==> config.mk <==
export PLATFORM = sky130hd
export DESIGN_NAME = ipa_top
export DESIGN_NICKNAME = d
export VERILOG_FILES = /design/src/logic/ipa_pkg.sv /design/src/logic/ipa_ptr_pair.sv /design/src/logic/ipa_top.sv
export VERILOG_INCLUDE_DIRS = /design/src /design/src/logic
export SDC_FILE = /design/constraint.sdc
export NUM_CORES = 1
export LEC_CHECK = 0
export BUFFER_PORTS_ARGS = -buffer_cell sky130_fd_sc_hd__buf_4
export CELL_PAD_IN_SITES_DETAIL_PLACEMENT = 0
export CELL_PAD_IN_SITES_GLOBAL_PLACEMENT = 2
export CORE_MARGIN = 2
export CORE_UTILIZATION = 33
export DETAILED_ROUTE_END_ITERATION = 16
export PLACE_DENSITY = 0.79
export SYNTH_ARGS = -nofsm -noshare
export SYNTH_HDL_FRONTEND = slang
export SYNTH_SLANG_ARGS = --single-unit
==> constraint.sdc <==
create_clock -name mclk_i -period 3.05 [get_ports mclk_i]
set_input_delay 0.305 -clock mclk_i [delete_from_list [all_inputs] [get_ports mclk_i]]
set_output_delay 0.305 -clock mclk_i [all_outputs]
set_load 0.005 [all_outputs]
==> src/logic/ipa_cfg.svh <==
`ifndef IPA_CFG_SVH
`define IPA_CFG_SVH
// ****************************************
// address and field layout
// ****************************************
`define IPA_ADDR_W        14           // linear data memory address width
`define IPA_BYTE_W        8            // width of each pointer byte register
`define IPA_NUM_PTR       3            // number of pointer pairs
`define IPA_HI_USED       6            // used bits of the high byte
// special function register addresses of the pointer bytes and operands
`define IPA_SFR_PTR0_LO   14'h3FE9
`define IPA_SFR_PTR0_HI   14'h3FEA
`define IPA_SFR_PTR1_LO   14'h3FE1
`define IPA_SFR_PTR1_HI   14'h3FE2
`define IPA_SFR_PTR2_LO   14'h3FD9
`define IPA_SFR_PTR2_HI   14'h3FDA
`define IPA_SFR_OPND0     14'h3FEF
`define IPA_SFR_OPND1     14'h3FE7
`define IPA_SFR_OPND2     14'h3FDF
// reset value of every pointer
`define IPA_PTR_RST       14'h0000
`endif

==> src/logic/ipa_pkg.sv <==
package ipa_pkg;
  // ****************************************
  // access modes of an indirect operand
  // ****************************************
  typedef enum logic [2:0] {
    IPA_MODE_PLAIN   = 3'b000,   // use pointer as is
    IPA_MODE_POSTINC = 3'b001,   // access then add one
    IPA_MODE_POSTDEC = 3'b010,   // access then subtract one
    IPA_MODE_PREINC  = 3'b011,   // add one then access
    IPA_MODE_OFFSET  = 3'b100    // pointer plus offset, pointer unchanged
  } ipa_mode_e;
  typedef logic [13:0] ipa_addr_t;  // linear data memory address
endpackage : ipa_pkg

==> src/logic/ipa_ptr_pair.sv <==
`timescale 1ns/10ps
`include "ipa_cfg.svh"
// ****************************************
// one pointer pair: high and low byte
// ****************************************
module ipa_ptr_pair (
  input  wire logic              mclk_i,      // core clock
  input  wire logic              sys_rst_i,   // sync reset, active high
  input  wire logic              wr_lo_i,     // direct write of low byte
  input  wire logic              wr_hi_i,     // direct write of high byte
  input  wire logic [7:0]        wdata_i,     // direct write data
  input  wire logic              upd_i,       // automatic update strobe
  input  wire ipa_pkg::ipa_addr_t upd_val_i,  // updated pointer value
  output logic      [13:0]       ptr_o        // current 14-bit pointer
);
  import ipa_pkg::*;
  logic [13:0] ptr_ff;      // pointer storage
  logic [13:0] nxt_ptr;     // next pointer value

  // an automatic update wins over a direct byte write to the same pair;
  // the cpu presents one address per cycle, so both never meet in practice
  assign nxt_ptr = upd_i   ? upd_val_i :
                   wr_lo_i ? {ptr_ff[13:8], wdata_i} :
                   wr_hi_i ? {wdata_i[5:0], ptr_ff[7:0]} :
                   ptr_ff;

  // register update
  always_ff @(posedge mclk_i) begin
    if (sys_rst_i) begin
      ptr_ff <= `IPA_PTR_RST;
    end else begin
      ptr_ff <= nxt_ptr;
    end
  end
  assign ptr_o = ptr_ff;
endmodule : ipa_ptr_pair

==> src/logic/ipa_top.sv <==
`timescale 1ns/10ps
`include "ipa_cfg.svh"
module ipa_top (
  input  wire logic              mclk_i,       // core clock, 100 MHz
  input  wire logic              sys_rst_i,    // sync reset, active high
  input  wire logic              acc_vld_i,    // cpu data access this cycle
  input  wire logic              acc_wr_i,     // 1 write, 0 read
  input  wire ipa_pkg::ipa_addr_t acc_addr_i,  // cpu-resolved direct address
  input  wire logic [7:0]        acc_wdata_i,  // cpu write data
  input  wire ipa_pkg::ipa_mode_e acc_mode_i,  // operand access mode
  input  wire logic [7:0]        acc_ofs_i,    // signed offset for offset mode
  input  wire logic [7:0]        bank_sel_i,   // bank_select_value (ignored)
  input  wire logic              acc_bank_i,   // access bank bit (ignored)
  output logic                   acc_rvld_o,   // read data valid
  output logic      [7:0]        acc_rdata_o,  // read data to cpu
  output logic                   mem_en_o,     // data memory request
  output logic                   mem_wr_o,     // data memory write
  output logic      [13:0]       mem_addr_o,   // data memory address
  output logic      [7:0]        mem_wdata_o,  // data memory write data
  input  wire logic [7:0]        mem_rdata_i,  // data memory read data
  output logic      [41:0]       ptr_all_o     // all three pointers
);
  import ipa_pkg::*;

  // the unit sits between the cpu's resolved data access and the linear
  // data memory; it owns the three pointer pairs and nothing else
  // operand addresses carry no storage: every operand access is turned
  // into a memory access at the address the matching pointer gives
  // bank select and the access bank bit are accepted only so that the cpu
  // port stays uniform; a 14-bit pointer needs no bank to complete it

  // ****************************************
  // address decode
  // ****************************************
  // fixed addresses of the pointer bytes and the operands; a hit on any of
  // them is decided from the full 14-bit address, never from a bank offset
  localparam logic [13:0] LO_A [3] = '{`IPA_SFR_PTR0_LO, `IPA_SFR_PTR1_LO, `IPA_SFR_PTR2_LO};
  localparam logic [13:0] HI_A [3] = '{`IPA_SFR_PTR0_HI, `IPA_SFR_PTR1_HI, `IPA_SFR_PTR2_HI};
  localparam logic [13:0] OP_A [3] = '{`IPA_SFR_OPND0, `IPA_SFR_OPND1, `IPA_SFR_OPND2};

  // decode and selection nets
  logic [2:0]  hit_lo;          // direct hit on low byte
  logic [2:0]  hit_hi;          // direct hit on high byte
  logic [2:0]  hit_op;          // hit on indirect operand
  logic [2:0]  upd;             // pointer update strobe
  logic [13:0] ptr [3];         // live pointers
  logic [13:0] upd_val [3];     // updated pointer values
  logic [13:0] tgt [3];         // effective targets
  logic        any_op;          // operand selected
  logic        any_lo;          // low byte selected
  logic        any_hi;          // high byte selected
  logic [13:0] sel_ptr;         // pointer of selected operand
  logic [13:0] sel_tgt;         // target of selected operand
  logic [7:0]  sel_lo;          // selected low byte for read
  logic [7:0]  sel_hi;          // selected high byte for read
  logic [13:0] ofs_ext;         // sign-extended offset
  // read return state
  logic        pend_ff;         // memory read pending
  logic        reg_rd_ff;       // pointer byte read pending
  logic [7:0]  reg_dat_ff;      // captured pointer byte

  // offset mode takes a signed byte; extending it here lets one 14-bit adder
  // serve both forward and backward steps, and the sum wraps like the rest
  assign ofs_ext = {{6{acc_ofs_i[7]}}, acc_ofs_i};

  // one decode slice per pointer: byte hits, operand hit, target and the
  // pointer value left behind after the access
  // all three slices see the same mode, only the hit slice acts on it
  genvar g;
  generate
    for (g = 0; g < `IPA_NUM_PTR; g = g + 1) begin : g_ptr
      assign hit_lo[g] = acc_vld_i && (acc_addr_i == LO_A[g]);
      assign hit_hi[g] = acc_vld_i && (acc_addr_i == HI_A[g]);
      assign hit_op[g] = acc_vld_i && (acc_addr_i == OP_A[g]);
      // target: offset mode adds, pre-increment adds one; the sum wraps
      assign tgt[g] = (acc_mode_i == IPA_MODE_OFFSET)  ? 14'(ptr[g] + ofs_ext) :
                      (acc_mode_i == IPA_MODE_PREINC)  ? 14'(ptr[g] + 14'h0001) :
                      ptr[g];
      // new pointer after the access, modulo 14 bits
      assign upd_val[g] = (acc_mode_i == IPA_MODE_POSTDEC) ? 14'(ptr[g] - 14'h0001) :
                          (acc_mode_i == IPA_MODE_POSTINC) ? 14'(ptr[g] + 14'h0001) :
                          tgt[g];
      assign upd[g] = hit_op[g] && (acc_mode_i != IPA_MODE_PLAIN)
                      && (acc_mode_i != IPA_MODE_OFFSET);
      // one instance per pointer pair
      ipa_ptr_pair u_pair (
        .mclk_i    (mclk_i),
        .sys_rst_i (sys_rst_i),
        .wr_lo_i   (hit_lo[g] && acc_wr_i),
        .wr_hi_i   (hit_hi[g] && acc_wr_i),
        .wdata_i   (acc_wdata_i),
        .upd_i     (upd[g]),
        .upd_val_i (upd_val[g]),
        .ptr_o     (ptr[g])
      );
      assign ptr_all_o[14*g +: 14] = ptr[g];
    end
  endgenerate

  // ****************************************
  // selection
  // ****************************************
  // the cpu presents one address per cycle, so at most one hit bit is set;
  // the priority chains below only fix the idle value, they never arbitrate
  assign any_op = |hit_op;
  assign any_lo = |hit_lo;
  assign any_hi = |hit_hi;
  assign sel_tgt = hit_op[0] ? tgt[0] : hit_op[1] ? tgt[1] : tgt[2];
  assign sel_ptr = hit_op[0] ? ptr[0] : hit_op[1] ? ptr[1] : ptr[2];
  assign sel_lo  = hit_lo[0] ? ptr[0][7:0] : hit_lo[1] ? ptr[1][7:0] : ptr[2][7:0];
  // unused top bits of the high byte read as zero
  assign sel_hi  = hit_hi[0] ? {2'b00, ptr[0][13:8]} :
                   hit_hi[1] ? {2'b00, ptr[1][13:8]} : {2'b00, ptr[2][13:8]};

  // memory side: operand hits use the pointer target with no bank bits,
  // other addresses (not pointer bytes) pass straight through
  // the request is purely combinational so that memory sees the access in
  // the same cycle as the cpu; the cost is a longer path from the decode
  assign mem_en_o    = acc_vld_i && !any_lo && !any_hi;
  assign mem_wr_o    = acc_wr_i;
  assign mem_addr_o  = any_op ? sel_tgt : acc_addr_i;
  assign mem_wdata_o = acc_wdata_i;

  // ****************************************
  // read return, one cycle after request
  // ****************************************
  // read return pipeline: one flag for memory reads, one for pointer bytes
  // the pointer byte is captured at the request edge, so a same-cycle update
  // of that pointer cannot tear the value the cpu receives
  always_ff @(posedge mclk_i) begin
    if (sys_rst_i) begin
      pend_ff    <= 1'b0;
      reg_rd_ff  <= 1'b0;
      reg_dat_ff <= 8'h00;
    end else begin
      pend_ff    <= mem_en_o && !acc_wr_i;
      reg_rd_ff  <= (any_lo || any_hi) && !acc_wr_i;
      reg_dat_ff <= any_lo ? sel_lo : sel_hi;
    end
  end

  // memory read data is held in memory's own output register
  // rdata is forced to zero between answers so a stale byte never looks
  // like a fresh one to a cpu that ignores the valid flag
  assign acc_rvld_o  = pend_ff || reg_rd_ff;
  assign acc_rdata_o = reg_rd_ff ? reg_dat_ff : (pend_ff ? mem_rdata_i : 8'h00);

  // ****************************************
  // checks
  // ****************************************
  // each check names one pointer or all of them; together the three slices
  // are watched, and the reset window is left out because the pointers are
  // being forced to zero there

  // plain operand access must land exactly on the pointer value
  a_opnd_target: assert property (@(posedge mclk_i) disable iff (sys_rst_i)
    any_op && acc_mode_i == IPA_MODE_PLAIN |-> mem_addr_o == sel_ptr)
    else $error("operand not routed to its pointer");
  // post increment steps the pointer by one, wrapping at the top
  a_postinc_wrap: assert property (@(posedge mclk_i) disable iff (sys_rst_i)
    hit_op[1] && acc_mode_i == IPA_MODE_POSTINC |=> ptr[1] == 14'($past(ptr[1]) + 14'h0001))
    else $error("post increment did not advance pointer");
  // post decrement uses the old pointer, then steps down with wrap
  a_postdec_wrap: assert property (@(posedge mclk_i) disable iff (sys_rst_i)
    hit_op[2] && acc_mode_i == IPA_MODE_POSTDEC
      |-> mem_addr_o == ptr[2] ##1 ptr[2] == 14'($past(ptr[2]) - 14'h0001))
    else $error("post decrement wrong");
  // offset mode adds the signed byte and leaves the pointer alone
  a_offset_keep: assert property (@(posedge mclk_i) disable iff (sys_rst_i)
    hit_op[0] && acc_mode_i == IPA_MODE_OFFSET
      |-> mem_addr_o == 14'(ptr[0] + ofs_ext) ##1 $stable(ptr[0]))
    else $error("offset access wrong");
  // operand hits always reach memory at the pointer-derived target
  a_bank_ignore: assert property (@(posedge mclk_i) disable iff (sys_rst_i)
    any_op |-> mem_addr_o == sel_tgt && mem_en_o)
    else $error("operand address depends on bank");
  // the two unused high bits read back as zero
  a_hi_unused: assert property (@(posedge mclk_i) disable iff (sys_rst_i)
    hit_hi[0] && !acc_wr_i |=> acc_rvld_o && acc_rdata_o[7:6] == 2'b00)
    else $error("unused high bits not zero");
  // a direct low byte write lands in the pointer
  a_lo_write: assert property (@(posedge mclk_i) disable iff (sys_rst_i)
    hit_lo[1] && acc_wr_i |=> ptr[1][7:0] == $past(acc_wdata_i))
    else $error("low byte write lost");
  // operand reads return what memory returns, nothing held locally
  a_no_storage: assert property (@(posedge mclk_i) disable iff (sys_rst_i)
    any_op && !acc_wr_i |=> acc_rvld_o && acc_rdata_o == mem_rdata_i)
    else $error("operand read not from memory");

  // pre-increment addresses one past the pointer, with 14-bit wrap
  a_preinc_target: assert property (@(posedge mclk_i) disable iff (sys_rst_i)
    any_op && acc_mode_i == IPA_MODE_PREINC |-> mem_addr_o == 14'(sel_ptr + 14'h0001))
    else $error("pre increment address wrong");
  // plain mode must leave the pointer untouched
  a_plain_keep: assert property (@(posedge mclk_i) disable iff (sys_rst_i)
    hit_op[2] && acc_mode_i == IPA_MODE_PLAIN |=> $stable(ptr[2]))
    else $error("plain access moved pointer");
  // pointer bytes are served here and never reach the data memory
  a_byte_no_mem: assert property (@(posedge mclk_i) disable iff (sys_rst_i)
    (any_lo || any_hi) |-> !mem_en_o)
    else $error("pointer byte access leaked to memory");
  // a high byte write keeps only its six used bits
  a_hi_write: assert property (@(posedge mclk_i) disable iff (sys_rst_i)
    hit_hi[2] && acc_wr_i |=> {2'b00, ptr[2][13:8]} == ($past(acc_wdata_i) & 8'h3F))
    else $error("high byte write wrong");
  // every read is answered exactly one cycle later
  a_rd_answer: assert property (@(posedge mclk_i) disable iff (sys_rst_i)
    acc_vld_i && !acc_wr_i |=> acc_rvld_o)
    else $error("read not answered");

  // ****************************************
  // coverage of the main scenarios
  // ****************************************
  // every mode on every pointer is driven, so each of these should be seen
  c_postinc: cover property (@(posedge mclk_i) hit_op[0] && acc_mode_i == IPA_MODE_POSTINC);
  c_offset: cover property (@(posedge mclk_i) hit_op[2] && acc_mode_i == IPA_MODE_OFFSET);
  c_hi_write: cover property (@(posedge mclk_i) hit_hi[1] && acc_wr_i);
  c_wrap: cover property (@(posedge mclk_i) upd[0] && ptr[0] == 14'h3FFF);
  c_postdec: cover property (@(posedge mclk_i) hit_op[1] && acc_mode_i == IPA_MODE_POSTDEC);
endmodule : ipa_top

== Yosys cells after proc, flatten, opt, wreduce, memory -nomap -nowiden ==
Cells that the tools add are included.
Storage, ports and cells
  register bits after elaboration: 52
  latch bits: 0
  RAM bits: 0
  ROM bits: 0
  input bits: 54
  output and inout bits: 75
  word-level logic and storage cells: 109
  memories: 0
Operators by class
  $add $sub $neg: 9
  multipliers: 0
  divide/modulo/power cells: 0
  magnitude comparators: 0
  eq/ne operators: 17
  shift-type cells: 0
  multiplexer cells: 31
  bitwise logic cells: 0
  reduce and logical (&&, ||, !) cells: 43
Operators by type and width (count)
  two-way mux 14 bit: 24
  equality test 14 bit, second input constant: 9
  adder 14 x 1 -> 14 bit, second input constant: 3
  adder 14 bit: 3
  subtractor 14 x 1 -> 14 bit, second input constant: 3
  two-way mux 8 bit: 5
  logical AND 1 bit: 25
  two-way mux 6 bit: 2
  nonzero test 2 bit: 6
  OR reduction 3 bit: 3
  equality test 3 x 2 -> 1 bit, second input constant: 2
  != test 2 bit, second input constant: 3
  AND reduction 2 bit: 3
  equality test 3 x 1 -> 1 bit, second input constant: 1
  equality test 3 bit, second input constant: 1
  zero test 1 bit: 3
  != test 3 bit, second input constant: 1
  nonzero test 3 bit: 1
  logical OR 1 bit: 2

== Depth between registers and ports, before layout ==
Gate-level depths: netlist (run 1).
  depth in word-level cells: 7
  mapped depth: 11
  mapped depth without buffers: 10

== Hierarchy ==
Synthesis (run 1) repeated with hierarchy kept, for this count alone.
Second synthesis, totals
  cell total of the unflattened synthesis: 1216
  area total of the unflattened synthesis: 8503.2 µm²
Modules (own cells, without submodules)
  ipa_top: times used 1, cells each 982, area each 6262.3 µm², sequential area each 200.2 µm²
  ipa_ptr_pair: times used 3, cells each 78, area each 747.0 µm², sequential area each 280.3 µm²

== Worst setup path before layout (run 1) ==
OpenSTA, ideal clock, no wires.
  path type: reg2out
  start point: reg g_ptr[1].u_pair.ptr_ff[0]
  end point: out mem_addr_o[8]
  arrival: 2.444 ns
  data required time: 2.745 ns
  setup slack: 0.301 ns
  stages on the path, launching flop included: 11
  path buffers: 0
  cell sequence: dfxtp_1 > ha_1 > fa_1 > a211oi_1 > o21ai_0 > a21oi_1 > nor2_1 > xor2_1 > a221oi_1 > o22ai_1 > o21a_1
Between the ends
  longest elaborated chain between the ends: 6
  elaborated cells between the ends (all ways): 7
  those cells by class: 2 x add/sub; 5 x mux
Ends and longest elaborated chain
  start: declaration: line ipa_ptr_pair.sv:17  | logic [13:0] ptr_ff;
  start signal: assignment: line ipa_ptr_pair.sv:30  | ptr_ff <= `IPA_PTR_RST;
  start signal: assignment: line ipa_ptr_pair.sv:32  | ptr_ff <= nxt_ptr;
  adder 14 x 1 -> 14 bit: line ipa_top.sv:77  | (acc_mode_i == IPA_MODE_PREINC) ? 14'(ptr[g] + 14'h0001) :
  two-way mux 14 bit: line ipa_top.sv:77
  two-way mux 14 bit (*): line ipa_top.sv:76  | assign tgt[g] = (acc_mode_i == IPA_MODE_OFFSET) ? 14'(ptr[g] + ofs_ext) :
  two-way mux 14 bit (*) (2 in a row): line ipa_top.sv:108  | assign sel_tgt = hit_op[0] ? tgt[0] : hit_op[1] ? tgt[1] : tgt[2];
  two-way mux 14 bit (*): line ipa_top.sv:121  | assign mem_addr_o = any_op ? sel_tgt : acc_addr_i;
  end: declaration: line ipa_top.sv:18  | output logic [13:0] mem_addr_o,
Mark *: on every way between the ends. The rest lies on a longest branch, timed or not.

== Worst setup path in the final report (run 1) ==
Same ends and word-level chain as after synthesis.

==> impl_metrics.toml, run 1 <==
[clocking]
clockBufferDepth = 2
clk_latency_ns = 0.32
cts_sinks = 52
holdBufCountCts = 0
cts_tree = "built"
numCtsBuffers = 5
root_buffer = "clkbuf_16"
htreeDepth = 2
cts.clk_slew.worst_paths_ns = 0.09

[place]
finalWeightedCongestion = 0.972
hpwlAfterDp_mm = 31.8
io_buffers = 119
place_area_sq_um = 10300

[finish]
seq_area_sq_um = 1050
mostFrequentLayoutCell = "buf_4"
final_cell_area_sq_um = 11000
syn2layout_area_growth_pct = 34.2
multi_input_comb_area_sq_um = 6950
diodes = 0
fillers = 2586
layout_common_cells = "297 x buf_4, 125 x nand2_1, 97 x nor2_1"
drive_above_1_share_pct = 31.1
layout.nets = 1481

[yosys]
yosys.area_share.simple_pct = 27.4
netlist_area_sq_um = 8170
async_reset_ff_share_pct = 0
synth_top_family_by_area = "compound AO/OA/AOI/OAI gates"
synth-seq-cells = 52
syn_inst = 1177
syn_nets = 1279
synth_warnings = 0
syn_area_per_cell_sq_um = 6.94
synthXorXnorAreaFrac_pct = 6.54
synth.area.mux_share_pct = 3.43
synth-edff-count = 0
synth_compound_area_share_pct = 34.6
ys.flop_type = "dfxtp_1"
yosysSeqAreaShare_pct = 12.7
synthAdderAreaFrac_pct = 7.63
ys_types = 82

[setup_path]
crit_chain = "ha_4 -> fa_2 -> a211oi_2 -> buf_4 -> o21ai_1 -> a21oi_1 -> nor2_1 -> xor2_1 -> a221oi_2 -> buf_4 -> o22ai_1 -> o21a_1 -> buf_4"
critical-path-max-stage-delay_ns = 0.40
reg2reg_from = "g_ptr[0].u_pair.ptr_o[1]$_SDFFE_PP0P_"
path_delay_family = "compound AO/OA/AOI/OAI gates"
crit_path_frequent_cell = "buf_4"
arrival_ns = 2.82
rr_worst_depth = 11
required_ns = 2.74
reg2reg_to = "g_ptr[0].u_pair.ptr_o[12]$_SDFFE_PP0P_"
cp_slowest_cell = "fa_2"
worstSetupPathType = "reg2out"
path_buf_inv = 3
r2r_setup_slack_ns = 0.15
cp-end-kind = "output port"
startpoint_type = "flop"
path_max_fanout = 3

[global_routing]
grt_pass1_wl_mm = 61.0
grt_pass1_vias = 9567
antenna_found_initial = 1
grt_max_degree = 43
gr-total-overflow = 0
grtUsageTotal_pct = 31.0

[hold_path]
hold_depth = 2
min_to = "pend_ff$_SDFF_PP0_"
min-delay-start = "acc_wr_i"
hold_class = "in2reg"

[die]
io_pins = 129
die_w_um = 161
core.rowCount = 57
die_area_sq_um = 26000
start_util_pct = 33.6
coreArea_sq_um = 24300
die_h_um = 161

[routing]
drt-total-wl_mm = 42.0
vias = 10500
detail-route-antenna-nets = 0
dr.pass1.iters = 9
routed_via_density = 6.18
dr.first_iter.drc_count = 1200
drc = 0
wl_per_cell_um = 24.7

[power]
powerDensity_nw_per_um2 = 175
p_total_mw = 1.92
vdd_drop_max_v = 0.000190
power.leakage_nw = 4.50

[flow_run]
drv_cap = 0

[sta]
holdWs_ns = 0.316
post-route-period-util_pct = 103
setup_ws_ns = -0.0785
finalMaxSlewViolations = 0
rsz0062_at_grt = "true"
tightestPinTransition_ns = 0.627
max_freq_mhz = 320
hold_viol = 0
setup_viol = 4
min_period_ns = 3.13
finalSetupTns_ns = -0.246
max_slew_margin_pct = 57.8
finalClockSkew_ns = 0.0115

[status]
outcome = "finished with violations"
violations = "setup timing"
==> how the worst max path moves through the flow <==
| stage | from | end | slack, ns | cells past startpoint |
|---|---|---|---|---|
| floorplan | g_ptr[1].u_pair.ptr_o[0]$_SDFFE_PP0P_ | mem_addr_o[8] | 0.30 | 10 |
| global placement | acc_ofs_i[0] | mem_addr_o[12] | -0.32 | 13 |
| detailed placement | acc_ofs_i[0] | mem_addr_o[12] | -0.33 | 13 |
| CTS | g_ptr[1].u_pair.ptr_o[0]$_SDFFE_PP0P_ | mem_addr_o[10] | -0.13 | 13 |
| global route | g_ptr[1].u_pair.ptr_o[0]$_SDFFE_PP0P_ | mem_addr_o[10] | -0.23 | 13 |
| finish | g_ptr[1].u_pair.ptr_o[0]$_SDFFE_PP0P_ | mem_addr_o[8] | -0.08 | 13 |
==> state kept, by name, summed over array words and instances (netlist names) <==
register / cells
g_ptr.u_pair.ptr_o: 42
pend_ff: 1
reg_dat_ff: 8
reg_rd_ff: 1
==> metal layers <==
| layer | part of all wire [%] | vias up | GRT usage (%) |
|---|---|---|---|
| met1 | 41 | 5046 | 41.1 |
| met2 | 45 | 515 | 49.0 |
| met4 | 4.4 | 0 | 12.6 |
| met3 | 9.3 | 104 | 6.47 |
| met5 | 0 | - | 0 |
| li1 | - | 4866 | - |
==> cells in the mapped netlist, types with 16 or more instances <==
cell type	instances	share of area, %
a211oi_1	36	3.3
a21oi_1	102	6.2
a221oi_1	17	1.8
a22oi_1	19	1.7
and3_1	16	1.2
clkbuf_1	82	3.8
dfxtp_1	52	13
ha_1	45	6.9
mux2i_1	19	2.3
nand2_1	125	5.7
nand3_1	41	2.5
nand4_1	19	1.5
nor2_1	100	4.6
nor3_1	34	2.1
nor4_1	19	1.5
o21ai_0	69	4.2
o22ai_1	21	1.6
xnor2_1	38	4.1
xor2_1	23	2.5
==> final cells by class <==
class | count | share of cell area [%]
flip-flops and latches | 52 | 9.61
inverters | 15 | 0.513
multi-input cells | 1000 | 63.4
repair buffers | 305 | 21.4
well taps | 324 | 3.70
clock buffers | 5 | 1.14
clock inverters | 3 | 0.240
==> where the power goes <==
part | internal (mW) | switching, mW
Clock | 0.315 | 0.355
Sequential | 0.678 | 0.000369
Combinational | 0.232 | 0.344
Total | 1.23 | 0.699
==> per-stage QoR <==
step	utilization [%]	setup WS [ns]	std cells
after floorplan	-	0.301	1177
after global placement	42.3	-0.323	1687
after detailed placement	42.3	-0.326	1687
after CTS	44.1	-0.127	1699
after global routing	45.1	-0.230	1704
final	45.1	-0.0785	1704
==> timing repair <==
action                                  4_1_cts  5_1_grt
buffers inserted                              5        6
endpoints found under the setup margin       10       11
pin swaps                                    36       46
cloned                                        0        0
resized for setup                            69       41
==> kinds of logic after synthesis <==
logic type,after synthesis
compound gates,417
xor+xnor,61
fa+ha+maj,48
buf+inv,125
flops,52
mux,27
simple gates,447
(Power assumes the default switching activity.)
==> run 2: changes to the inputs <==
- CELL_PAD_IN_SITES_GLOBAL_PLACEMENT: 2 -> 1
- CORE_UTILIZATION: 33 -> 38
- PLACE_DENSITY: 0.79 -> 0.72
==> run 2 against run 1 <==
  * The run still ends with setup timing left
  * Sequential power about the same
  * Clock power decreased by 3.7%
  * Combinational power decreased by 4.3%
  * Wire length decreased by 8.6%
  * Worst setup slack got worse by 0.066 ns
  * Core utilization increased by 5.6 points
  * Flip-flop and latch count unchanged
  * Cell area decreased by 2.6%
  * Worst hold slack improved by 0.031 ns
  * Global-route usage increased by 1.7 points
  * Critical path type unchanged
==> impl_metrics.toml, run 2 (synthesized netlist as in run 1, its figures left out) <==
[status]
outcome = "finished with violations"
violations = "setup timing"

[routing]
detail-route-antenna-nets = 0
dr.first_iter.drc_count = 1323
routed_via_density = 6.41
dr.pass1.iters = 6
drt-total-wl_mm = 38.4
vias = 10400
wl_per_cell_um = 23.6
drc = 0

[hold_path]
min_to = "pend_ff$_SDFF_PP0_"
hold_depth = 2
min-delay-start = "acc_wr_i"
hold_class = "in2reg"

[finish]
drive_above_1_share_pct = 29.8
diodes = 0
instances_no_fill = 1626
final_util_pct = 50.6
largest_reg_flops = 42
mostFrequentLayoutCell = "buf_4"
syn2layout_area_growth_pct = 30.7
layout_common_cells = "272 x buf_4, 125 x nand2_1, 97 x nor2_1"
layout.nets = 1452
fillers = 2196

[global_routing]
met1_usage_pct = 47.8
grt_pass1_wl_mm = 55.7
grt_use_met3_pct = 5.06
gr-total-overflow = 0
grt_use_met2_pct = 49.2
grt_pass1_vias = 9025
grtUsageTotal_pct = 32.7
grt_max_degree = 33
antenna_found_initial = 0
busiest_layer = "met2"

[sta]
rsz0062_at_grt = "true"
max_freq_mhz = 313
min_period_ns = 3.19
setup_ws_ns = -0.145
finalClockSkew_ns = 0.00759
finalMaxSlewViolations = 0
max_slew_margin_pct = 51.1
setup_viol = 5
post-route-period-util_pct = 105
tightestPinTransition_ns = 0.726
hold_viol = 0
finalSetupTns_ns = -0.384
holdWs_ns = 0.347

[power]
swShare_pct = 34.7
power.internal_mw = 1.22
power.leakage_nw = 4.40
vdd_drop_max_v = 0.000178
p_sw_uw = 649
pwr-share-seq_pct = 36.2
powerDensity_nw_per_um2 = 175
clockPowerShare_pct = 34.4
pwr-share-comb_pct = 29.4

[clocking]
cts.clk_slew.worst_paths_ns = 0.08
cts_tree = "built"
clk_latency_ns = 0.32
clockBufferDepth = 2
cts_sinks = 52
root_buffer = "clkbuf_16"
numCtsBuffers = 5
htreeDepth = 2

[place]
dp_cells = 1610
finalWeightedCongestion = 0.997
hpwlAfterDp_mm = 28.8
post-place-ws_ns = -0.174
io_buffers = 119

[die]
io_pins = 129
core.rowCount = 53
die_area_sq_um = 22700
coreArea_sq_um = 21100
die_h_um = 151
start_util_pct = 38.8
die_w_um = 151

[setup_path]
worstSetupPathType = "reg2out"
reg2reg_from = "g_ptr[0].u_pair.ptr_o[1]$_SDFFE_PP0P_"
reg2reg_to = "g_ptr[0].u_pair.ptr_o[12]$_SDFFE_PP0P_"
crit_chain = "ha_4 -> o21ai_2 -> o211ai_1 -> nand4_1 -> buf_4 -> a21oi_2 -> a41oi_1 -> o211a_1 -> o211ai_1 -> o311ai_1 -> buf_4"
path_max_fanout = 4
arrival_ns = 2.89
rr_worst_depth = 10
r2r_setup_slack_ns = 0.15
cp-end-kind = "output port"
startpoint_type = "flop"
critical-path-max-stage-delay_ns = 0.45
required_ns = 2.74
cp_slowest_cell = "o211ai_1"

[flow_run]
drv_cap = 0
-- run 2: cell count changes in the layout (fill, tap and decap cells not counted), sizes merged --
cell	before	now
clkinv	1	2
inv	17	15
clkbuf	5	6
buf	305	276
-- run 2: through the flow --
step / area [sq um] / power [mW]
after detailed placement: 10000 / 1.20
after floorplan: 8170 / 0.951
after global placement: 10000 / 1.20
final: 10700 / 1.87
after CTS: 10400 / 1.86
after global routing: 10700 / 1.92
-- run 2: worst max-delay path, delay by kind of cell, from the launching register on --
family          cells  cell delay, ns
simple gates        1            0.25
flops               1            0.35
fa+ha+maj           1            0.27
compound gates      7            1.33
buf+inv             2            0.36
-- run 2: final cells by class --
cell class	instances	area [sq um]	area share, %
flip-flops and latches	52	1050	9.85
clock buffers	6	139	1.30
multi-input cells	1000	6970	65.2
clock inverters	2	10.0	0.0937
inverters	15	56.3	0.527
repair buffers	276	2110	19.8
well taps	275	344	3.22
-- run 2: worst max path at each step --
stage | from | slack, ns | end | cells past startpoint
5_1_grt | g_ptr[2].u_pair.ptr_o[2]$_SDFFE_PP0P_ | -0.25 | mem_addr_o[13] | 11
3_5_place_dp | acc_ofs_i[0] | -0.17 | mem_addr_o[12] | 13
2_1_floorplan | g_ptr[1].u_pair.ptr_o[0]$_SDFFE_PP0P_ | 0.30 | mem_addr_o[8] | 10
3_3_place_gp | acc_ofs_i[0] | -0.16 | mem_addr_o[8] | 14
4_1_cts | g_ptr[2].u_pair.ptr_o[2]$_SDFFE_PP0P_ | -0.14 | mem_addr_o[13] | 11
6_report | g_ptr[2].u_pair.ptr_o[2]$_SDFFE_PP0P_ | -0.14 | mem_addr_o[13] | 11
-- run 2: per-layer routing --
metal,vias up,share of wire (%)
li1,4823,-
met1,4898,43
met2,609,43
met3,92,10
met4,0,3.5
met5,-,0
-- run 2: power by group through the flow --
stage          Sequential [mW]  Clock [mW]  Combinational [mW]
3_3_place_gp             0.695           0               0.505
2_1_floorplan            0.695           0               0.256
3_5_place_dp             0.695           0               0.506
4_1_cts                  0.679       0.653               0.523
5_1_grt                  0.678       0.664               0.579
6_report                 0.678       0.645               0.551
-- run 2: timing repair --
| action | CTS | global route |
|---|---|---|
| hold buffers | 0 | 0 |
| pin swaps | 39 | 28 |
| buffers inserted | 6 | 3 |
| endpoints found under the setup margin | 11 | 11 |
| hold endpoints to repair | 0 | 0 |
| resized for setup | 53 | 48 |
